$ cat src/bmc_consts.vh
/*
 * Constants for the boot mapping control block: register offsets, field
 * positions, reset values and clock rates.
 * Assumes it is included by bare name from the block's design files.
 */
`ifndef BMC_CONSTS_VH
`define BMC_CONSTS_VH

// ****************************************************************
// Register word offsets (byte addresses, one word each)
// ****************************************************************
`define BMC_AUX_IDX        8'hA2
`define BMC_ADDR_AUX       10'h288
`define BMC_ADDR_HWSEC     10'h290
`define BMC_ADDR_UBV       10'h294
`define BMC_ADDR_SWPROT    10'h298
`define BMC_ADDR_STATUS    10'h29C
`define BMC_ADDR_CTRL      10'h2A0

// ****************************************************************
// Auxiliary control field positions
// ****************************************************************
`define BMC_AUX_PTRSEL     0
`define BMC_AUX_ZERO       2
`define BMC_AUX_GF         3
`define BMC_AUX_MAP        5

// ****************************************************************
// Hardware security byte field positions
// ****************************************************************
`define BMC_HWSEC_DSPEED   7
`define BMC_HWSEC_JUMP     6
`define BMC_HWSEC_LOCK_HI  2

// ****************************************************************
// Control register bit positions
// ****************************************************************
`define BMC_CTRL_HWPROG    0
`define BMC_CTRL_ERASE     1

// ****************************************************************
// Reset values and vectors
// ****************************************************************
`define BMC_FUSE_ERASED    8'hFF
`define BMC_HWSEC_RESV_MASK 8'h38
`define BMC_HWSEC_SW_MASK   8'hC0
`define BMC_UBV_DEFAULT    8'hF0
`define BMC_VEC_BOOT       16'hF000
`define BMC_VEC_APP        16'h0000
`define BMC_VEC_LOW        8'h00
`define BMC_MAP_LO         16'hF000
`define BMC_MAP_HI         16'hFFFF

// ****************************************************************
// Clock rates in MHz
// ****************************************************************
`define BMC_CORE_MHZ       200
`define BMC_USB_MHZ        48

`endif

$ cat src/bmc_usb_clk_en.v
/*
 * Fractional divider making a 48 MHz rate enable pulse from the core clock.
 * Assumes one core clock; the pulse stands one cycle per 48 MHz tick.
 */
`timescale 1ns/10ps
`include "bmc_consts.vh"

// ****************************************************************
// Rate enable generator
// ****************************************************************
module bmc_usb_clk_en #(
   parameter CORE_MHZ = `BMC_CORE_MHZ,
   parameter OUT_MHZ  = `BMC_USB_MHZ
) (
   input  wire       clk,
   input  wire       rstn,
   output reg        tick
);

   reg  [9:0] acc;   // Phase accumulator
   wire [10:0] sum;  // Accumulator plus step

   assign sum = {1'b0, acc} + OUT_MHZ[10:0];

   // Bresenham style divider, exact on average
   always @(posedge clk) begin
      if (!rstn) begin
         acc  <= 10'h000;
         tick <= 1'b0;
      end else if (sum >= CORE_MHZ[10:0]) begin
         acc  <= sum[9:0] - CORE_MHZ[9:0];
         tick <= 1'b1;
      end else begin
         acc  <= sum[9:0];
         tick <= 1'b0;
      end
   end

endmodule // bmc_usb_clk_en

$ cat src/bmc_boot_map.v
/*
 * Boot mapping control: reset vector choice, boot flash map window,
 * auxiliary control register and the nonvolatile configuration bytes.
 * Assumes an Avalon-MM master on the core clock; fuse bytes are held in
 * flops here and stand for the nonvolatile cells, erased value all ones.
 */
// Decided for this implementation: the Avalon-MM slave port.
`timescale 1ns/10ps
`include "bmc_consts.vh"

// Behaviour
// - Low boot pin at reset maps boot, F000h
// - Programmed jump fuse maps boot, vector F000h
// - Aux bit 5 maps boot flash F000h-FFFFh
// - Aux bit 2 reads zero, ignores writes
// - Aux bit 0 picks second data pointer
// - Aux bit 3 is plain software flag
// - Aux reserved bits undefined, software writes zero
// - Double speed fuse selects double speed start
// - Reset copies double speed fuse into clock bit
// - Erased jump fuse starts application at 0000h
// - Security byte reserved bits read unprogrammed
// - Lock nibble writable only in hardware mode
// - Full erase sets all config bytes unprogrammed
// - Boot vector byte holds loader address high
// - Upgrade traffic uses endpoint 0, 32 bytes
// - USB clock 48 MHz from crystal; here a 48 MHz rate tick divided from the core clock
// - Unprogrammed fuse reads one, programmed zero
// - User loader starts at byte then 00h
module bmc_boot_map #(
   parameter EP0_MAX_PACKET = 32
) (
   input  wire        clk,
   input  wire        rstn,
   input  wire [9:0]  avs_address,
   input  wire        avs_read,
   input  wire        avs_write,
   input  wire [31:0] avs_writedata,
   input  wire [3:0]  avs_byteenable,
   output reg  [31:0] avs_readdata,
   output reg         avs_waitrequest,
   output reg  [1:0]  avs_response,
   input  wire        boot_request_pin_n,
   input  wire [15:0] code_addr,
   output reg         boot_flash_sel,
   output reg  [15:0] reset_vector,
   output reg  [15:0] user_loader_addr,
   output reg         data_pointer_select,
   output reg         double_speed_bit,
   output reg         usb_tick,
   output reg  [7:0]  ep0_max_packet
);

   // ****************************************************************
   // State
   // ****************************************************************
   reg        boot_flash_map_enable;  // Aux bit 5
   reg        general_flag;           // Aux bit 3
   reg  [1:0] aux_resv_hi;            // Aux bits 7-6, plain storage
   reg        aux_resv_4;             // Aux bit 4, plain storage
   reg        aux_dp_ext;             // Aux bit 1, reserved extension
   reg  [7:0] hardware_security_byte; // Fuse byte, erased = ones
   reg  [7:0] user_boot_vector;       // Loader address high byte
   reg  [7:0] software_protect_byte;  // Loader protection byte
   reg        hw_prog_mode;           // Hardware programming mode
   reg        boot_by_pin;            // Pin seen low at last reset
   reg        in_reset_d;             // Reset seen last cycle
   reg        ack_phase;              // Second cycle of an access
   reg  [7:0] next_rdata;             // Read mux result
   reg        next_hit;               // Address decodes
   wire       usb_tick_raw;           // Divider pulse
   wire [7:0] aux_view;               // Aux register as read
   wire [7:0] hwsec_view;             // Security byte as read
   wire       wr_take;                // Write completes this edge
   wire       jump_fuse_prog;         // Jump fuse programmed

   // ****************************************************************
   // USB rate enable
   // ****************************************************************
   bmc_usb_clk_en #(
      .CORE_MHZ (`BMC_CORE_MHZ),
      .OUT_MHZ  (`BMC_USB_MHZ)
   ) u_usb_en (
      .clk  (clk),
      .rstn (rstn),
      .tick (usb_tick_raw)
   );

   // ****************************************************************
   // Read views
   // ****************************************************************
   // Bit 2 held at zero so an increment cannot carry into bit 3
   assign aux_view = {aux_resv_hi, boot_flash_map_enable, aux_resv_4,
                      general_flag, 1'b0, aux_dp_ext,
                      data_pointer_select};
   // Reserved bits always read unprogrammed
   assign hwsec_view = hardware_security_byte | `BMC_HWSEC_RESV_MASK;
   // Programmed means zero
   assign jump_fuse_prog = ~hardware_security_byte[`BMC_HWSEC_JUMP];
   // One wait cycle, then the answer edge
   assign wr_take = avs_write & ack_phase;

   // ****************************************************************
   // Bus handshake: waitrequest high on the first cycle, low on second
   // ****************************************************************
   always @* begin
      next_hit   = 1'b1;
      next_rdata = 8'h00;
      case (avs_address)
         `BMC_ADDR_AUX:    next_rdata = aux_view;
         `BMC_ADDR_HWSEC:  next_rdata = hwsec_view;
         `BMC_ADDR_UBV:    next_rdata = user_boot_vector;
         `BMC_ADDR_SWPROT: next_rdata = software_protect_byte;
         `BMC_ADDR_STATUS: next_rdata = {5'h00, boot_by_pin, jump_fuse_prog,
                                         double_speed_bit};
         `BMC_ADDR_CTRL:   next_rdata = {7'h00, hw_prog_mode};
         default:          next_hit   = 1'b0;
      endcase
   end

   // Waitrequest drops for one cycle after each request is seen
   always @(posedge clk) begin
      if (!rstn) begin
         ack_phase       <= 1'b0;
         avs_waitrequest <= 1'b1;
         avs_readdata    <= 32'h00000000;
         avs_response    <= 2'h0;
      end else if ((avs_read | avs_write) & ~ack_phase) begin
         ack_phase       <= 1'b1;
         avs_waitrequest <= 1'b0;
         avs_readdata    <= {24'h000000, next_rdata};
         // Unmapped address answers with a decode error
         avs_response    <= next_hit ? 2'h0 : 2'h3;
      end else begin
         ack_phase       <= 1'b0;
         avs_waitrequest <= 1'b1;
      end
   end

   // ****************************************************************
   // Reset phase detect
   // ****************************************************************
   // Straps are caught in the first cycle after release
   always @(posedge clk) begin
      if (!rstn)
         in_reset_d <= 1'b1;
      else
         in_reset_d <= 1'b0;
   end

   // ****************************************************************
   // Auxiliary control register and boot map enable
   // ****************************************************************
   always @(posedge clk) begin
      if (!rstn) begin
         boot_flash_map_enable <= 1'b0;
         general_flag          <= 1'b0;
         data_pointer_select   <= 1'b0;
         aux_resv_hi           <= 2'h0;
         aux_resv_4            <= 1'b0;
         aux_dp_ext            <= 1'b0;
         boot_by_pin           <= 1'b0;
      end else if (in_reset_d) begin
         // Pin and fuse looked at once per reset
         boot_by_pin <= ~boot_request_pin_n;
         if (~boot_request_pin_n)
            boot_flash_map_enable <= 1'b1;
         else if (jump_fuse_prog)
            boot_flash_map_enable <= 1'b1;
         else
            boot_flash_map_enable <= 1'b0;
      end else if (wr_take && avs_address == `BMC_ADDR_AUX && avs_byteenable[0]) begin
         // Software may map or unmap the boot flash at any time
         boot_flash_map_enable <= avs_writedata[`BMC_AUX_MAP];
         general_flag          <= avs_writedata[`BMC_AUX_GF];
         data_pointer_select   <= avs_writedata[`BMC_AUX_PTRSEL];
         // Reserved bits just store; their value means nothing
         aux_resv_hi           <= avs_writedata[7:6];
         aux_resv_4            <= avs_writedata[4];
         aux_dp_ext            <= avs_writedata[1];
      end
   end

   // ****************************************************************
   // Nonvolatile bytes and programming mode
   // ****************************************************************
   // Flops stand for the fuse cells, so no rstn term: contents persist
   // across resets, as nonvolatile storage must. Start value is erased, but F0h for the boot vector byte.
   initial hardware_security_byte = `BMC_FUSE_ERASED;
   initial user_boot_vector       = `BMC_UBV_DEFAULT;
   initial software_protect_byte  = `BMC_FUSE_ERASED;

   always @(posedge clk) begin
      if (wr_take && avs_address == `BMC_ADDR_CTRL && avs_byteenable[0] &&
          avs_writedata[`BMC_CTRL_ERASE] && hw_prog_mode) begin
         // Full erase returns every byte to unprogrammed
         hardware_security_byte <= `BMC_FUSE_ERASED;
         user_boot_vector       <= `BMC_FUSE_ERASED;
         software_protect_byte  <= `BMC_FUSE_ERASED;
      end else if (wr_take && avs_byteenable[0]) begin
         if (avs_address == `BMC_ADDR_HWSEC) begin
            // Software reaches the top bits only; lock nibble needs hw mode
            if (hw_prog_mode)
               hardware_security_byte <= avs_writedata[7:0]
                                         | `BMC_HWSEC_RESV_MASK;
            else
               hardware_security_byte <=
                  (avs_writedata[7:0] & `BMC_HWSEC_SW_MASK) |
                  (hardware_security_byte & ~`BMC_HWSEC_SW_MASK);
         end
         if (avs_address == `BMC_ADDR_UBV)
            user_boot_vector <= avs_writedata[7:0];
         if (avs_address == `BMC_ADDR_SWPROT)
            software_protect_byte <= avs_writedata[7:0];
      end
   end

   // Programming mode bit, cleared by reset
   always @(posedge clk) begin
      if (!rstn)
         hw_prog_mode <= 1'b0;
      else if (wr_take && avs_address == `BMC_ADDR_CTRL && avs_byteenable[0])
         hw_prog_mode <= avs_writedata[`BMC_CTRL_HWPROG];
   end

   // ****************************************************************
   // Registered outputs
   // ****************************************************************
   always @(posedge clk) begin
      if (!rstn) begin
         reset_vector     <= `BMC_VEC_APP;
         double_speed_bit <= 1'b0;
         boot_flash_sel   <= 1'b0;
         user_loader_addr <= 16'h0000;
         usb_tick         <= 1'b0;
         ep0_max_packet   <= 8'h00;
      end else begin
         if (in_reset_d) begin
            // Boot vector when pin low or jump fuse programmed
            reset_vector <= (~boot_request_pin_n | jump_fuse_prog) ?
                            `BMC_VEC_BOOT : `BMC_VEC_APP;
            // Programmed (zero) fuse means double speed
            double_speed_bit <=
               ~hardware_security_byte[`BMC_HWSEC_DSPEED];
         end
         // Window F000h..FFFFh served by boot flash when mapped
         boot_flash_sel <= boot_flash_map_enable &&
                           code_addr >= `BMC_MAP_LO &&
                           code_addr <= `BMC_MAP_HI;
         user_loader_addr <= {user_boot_vector, `BMC_VEC_LOW};
         usb_tick         <= usb_tick_raw;
         ep0_max_packet   <= EP0_MAX_PACKET[7:0];
      end
   end

endmodule // bmc_boot_map

$ cat config.mk
export PLATFORM = sky130hd
export DESIGN_NAME = bmc_boot_map
export DESIGN_NICKNAME = d
export VERILOG_FILES = /design/src/bmc_usb_clk_en.v /design/src/bmc_boot_map.v
export VERILOG_INCLUDE_DIRS = /design/src
export SDC_FILE = /design/constraint.sdc
export NUM_CORES = 1
export LEC_CHECK = 0
export BUFFER_PORTS_ARGS = -buffer_cell sky130_fd_sc_hd__buf_2
export CAP_MARGIN = 20
export CORE_ASPECT_RATIO = 0.75
export CORE_MARGIN = 3
export CORE_UTILIZATION = 48
export DETAILED_ROUTE_END_ITERATION = 8
export GPL_TIMING_DRIVEN = 0
export PLACE_DENSITY_LB_ADDON = 0.08
export SLEW_MARGIN = 5
export SYNTH_ARGS = -nofsm -noshare
export SYNTH_HDL_FRONTEND = slang
export SYNTH_HIERARCHICAL = 1
export SYNTH_SLANG_ARGS = --single-unit
$ cat constraint.sdc
create_clock -name clk -period 2.3 [get_ports clk]
set_input_delay 0.46 -clock clk [delete_from_list [all_inputs] [get_ports clk]]
set_output_delay 0.46 -clock clk [all_outputs]
set_load 0.1 [all_outputs]
==> run summary <==
Final Critical Period = 2.12 ns
leakage = 0.00218 uW
IO Port Bufs = 54
Synth top area share = 38.2%
Final Cell Area = 4100 um2
Tot Pwr = 3550 uW
root buffer cell = clkbuf_8
worst min path class = primary input to flip-flop
Crit path largest cell delay = 0.41 ns
Met2 Wirelength = 3180 um
CP delay by family, top = simple AND/OR/NAND/NOR gates
Nets = 543
CP Launch Type = flip-flop
Achievable Freq = 472 MHz
prevailing post-synth register cell = dfxtp_1
DP Area = 3860 um2
full die area = 7920 um2
Met1 Wirelength = 3660 um
First-pass DRT Iterations = 5
gpl congestion = 0.820
Hold WS = 0.355 ns
wire per inst = 13.7 um
sw power = 1370 uW
Power Internal = 2180 uW
Final period util = 92.1%
Yosys top cell by area = dfxtp_1
max cap viols = 0
Iteration-0 DRC Markers = 161
H-tree Lvls = 3
Starting Density = 51.0%
Slew headroom = 63.9%
Worst VDD drop = 0.467 mV
Clk Latency, worst-skew pair = 0.33 ns
Post-synth ARST share = 0%
crit end category = flip-flop
sw frac = 38.5%
CTS tree = yes
FF-to-FF path depth = 7
max layer used = met4
Post-synth EDFFs = 0
post-synth cell types = 66
CP bufs+invs = 1
ordered cell list for the critical path = inv_1 -> ha_2 -> and3b_1 -> and4bb_4 -> nor3_4 -> mux2_4 -> nor2_1
die height = 77.8 um
CP max FO = 8
I/O pin cnt = 146
CTS Buffer Depth = 2
core area = 6470 um2
Flop pwr share = 35.0%
Avg Vias per Cell = 4.94
DRC viols = 0
Stages on worst setup path = 7
CP Class = flip-flop to flip-flop
via count = 2749
vias in the first global route = 2561
sequential fraction of the synthesis area = 38.2%
HPWL Detailed = 5760 um
first-pass GRT wire length = 12300 um
clk_skew = 0.00852 ns
clock input transition at the sequential cells of the worst setup and hold paths = 0.07 ns
area occupied by multi-input gates = 1720 um2
final WL = 7660 um
Cell Pwr Density = 867 nW/um2
CP required = 2.56 ns
Finish-stage setup viols = 0
Synthesis Warnings = 6
combinational power share = 37.1%
initial antenna violation count = 0
Routed Antenna Nets = 0
total CTS buffers = 9
synthesis-stage register bit count = 63
synthesized cell area = 3300 um2
fraction of layout cells with a size suffix above 1 = 32.6%
RSZ-0062 raised after global routing = false
Mapped Avg Cell Area = 9.33 um2
register area = 1260 um2
Final Hold Fails = 0
gr ovfl total = 0
status = complete, no violations
Row Count = 25
ant diodes = 0
Layout area overhead = 24.1%
final slew viol count = 0
hold depth = 2
Post-Syn Instances = 354
Total GRT Usage = 19.8%
worst path arrival time = 2.38 ns
Least-Margin Pin Slew = 0.542 ns
clock network power share = 28.0%
crit path max-delay cell type = dfxtp_1
Area contributors post-synth = dfxtp_1 (38%), buf_4 (13%), mux2i_1 (8.8%), nand2_1 (4.0%), nor2_1 (2.7%)
Fillers = 565
clk sinks = 63
largest net degree at the start of global routing = 12
wire length on met3 = 778 um
Die Wd = 102 um
## layer usage
| metal | global-route usage (%) | up-vias |
|---|---|---|
| met5 | 0 | - |
| met3 | 7.01 | 5 |
| li1 | - | 1362 |
| met1 | 28.5 | 1243 |
| met2 | 28.3 | 139 |
| met4 | 4.78 | 0 |
## cells in the final DEF (no fill, tap or decap), types with 2 or more instances in the layout
cell type,instances
a211oi_1,4
a22oi_1,3
a32oi_1,2
and2_1,6
and3_1,3
and3b_1,2
buf_2,62
buf_4,58
clkbuf_1,4
clkbuf_8,12
clkinv_2,2
conb_1,51
dfxtp_1,62
ha_1,4
inv_1,11
mux2i_1,29
mux4_2,2
nand2_1,35
nand2b_1,2
nand3_1,4
nand3b_1,3
nand4_1,7
nand4_2,2
nor2_1,24
nor2b_1,3
nor3_1,8
nor3b_1,3
nor4b_1,2
o211ai_1,2
o21ai_0,10
o21ai_1,6
o21bai_1,2
o2bb2ai_1,2
or3_1,2
or4_1,2
xnor2_1,3
xor2_1,3
## final cells by class
class / count / area share (%)
buffer: 69 / 11.7
clock buffer: 13 / 4.12
clock inverter: 3 / 0.977
inverter: 11 / 1.01
multi-input combinational: 261 / 41.9
sequential: 63 / 30.8
tap: 81 / 2.47
timing repair buffer: 56 / 6.96
## power by group through the flow
stage	clock network (uW)	registers (uW)	logic, uW
final	993	1240	1320
after global routing	1070	1260	1410
after CTS	1020	1240	1240
after detailed placement	0	1260	1240
after global placement	0	1260	1220
after floorplan	0	1340	986
## Yosys cell counts, types with 4 or more instances
cell type / n
a211oi_1: 4
and2_1: 6
buf_2: 8
buf_4: 56
dfxtp_1: 63
ha_1: 5
inv_1: 11
mux2i_1: 29
nand2_1: 35
nand3_1: 4
nand4_1: 7
nor2_1: 24
nor3_1: 8
o21ai_0: 10
o21ai_1: 6
## repair_timing
item / CTS / global route
setup endpoints to repair: 1 / 2
gates resized for setup: 1 / 2
pin swaps: 0 / 1
hold buffers: 0 / 0
buffers inserted: 0 / 2
## path summary, 6_finish.rpt
path / from / to / slack, ns
max: u_usb_en/acc[5] / u_usb_en/acc[4] / 0.18
max reg2reg: u_usb_en/acc[5] / u_usb_en/acc[4] / 0.18
min: boot_request_pin_n / boot_by_pin / 0.36
min reg2reg: u_usb_en/tick / usb_tick / 0.43
## flip-flops by register name (all words and copies together), names as in the netlist, 2 cells and up
register,cells
aux_resv_hi,2
avs_readdata,8
hardware_security_byte,5
software_protect_byte,8
u_usb_en/acc,7
user_boot_vector,8
user_loader_addr,8
## stage by stage
stage,cells,setup WS (ns),TNS (ns),util [%]
2_1_floorplan,404,0.164,0,-
3_3_place_gp,539,-0.00105,-0.00105,59.6
3_5_place_dp,539,-0.0403,-0.0403,59.6
4_1_cts,555,0.0541,0,62.9
5_1_grt,557,0.0390,0,63.3
6_report,557,0.181,0,63.3
## cells by family (layout without fill, tap and decap cells)
group | after synthesis | in the layout | share of synthesized area (%)
simple gates | 123 | 123 | 22.4
mux | 33 | 33 | 11.0
flops | 63 | 63 | 38.2
other cells | 1 | 51 | 0.114
xor+xnor | 6 | 6 | 1.59
fa+ha+maj | 5 | 5 | 1.89
buf+inv | 80 | 152 | 15.8
compound gates | 43 | 43 | 9.02
Note: power is estimated with default switching activity, not from simulation.
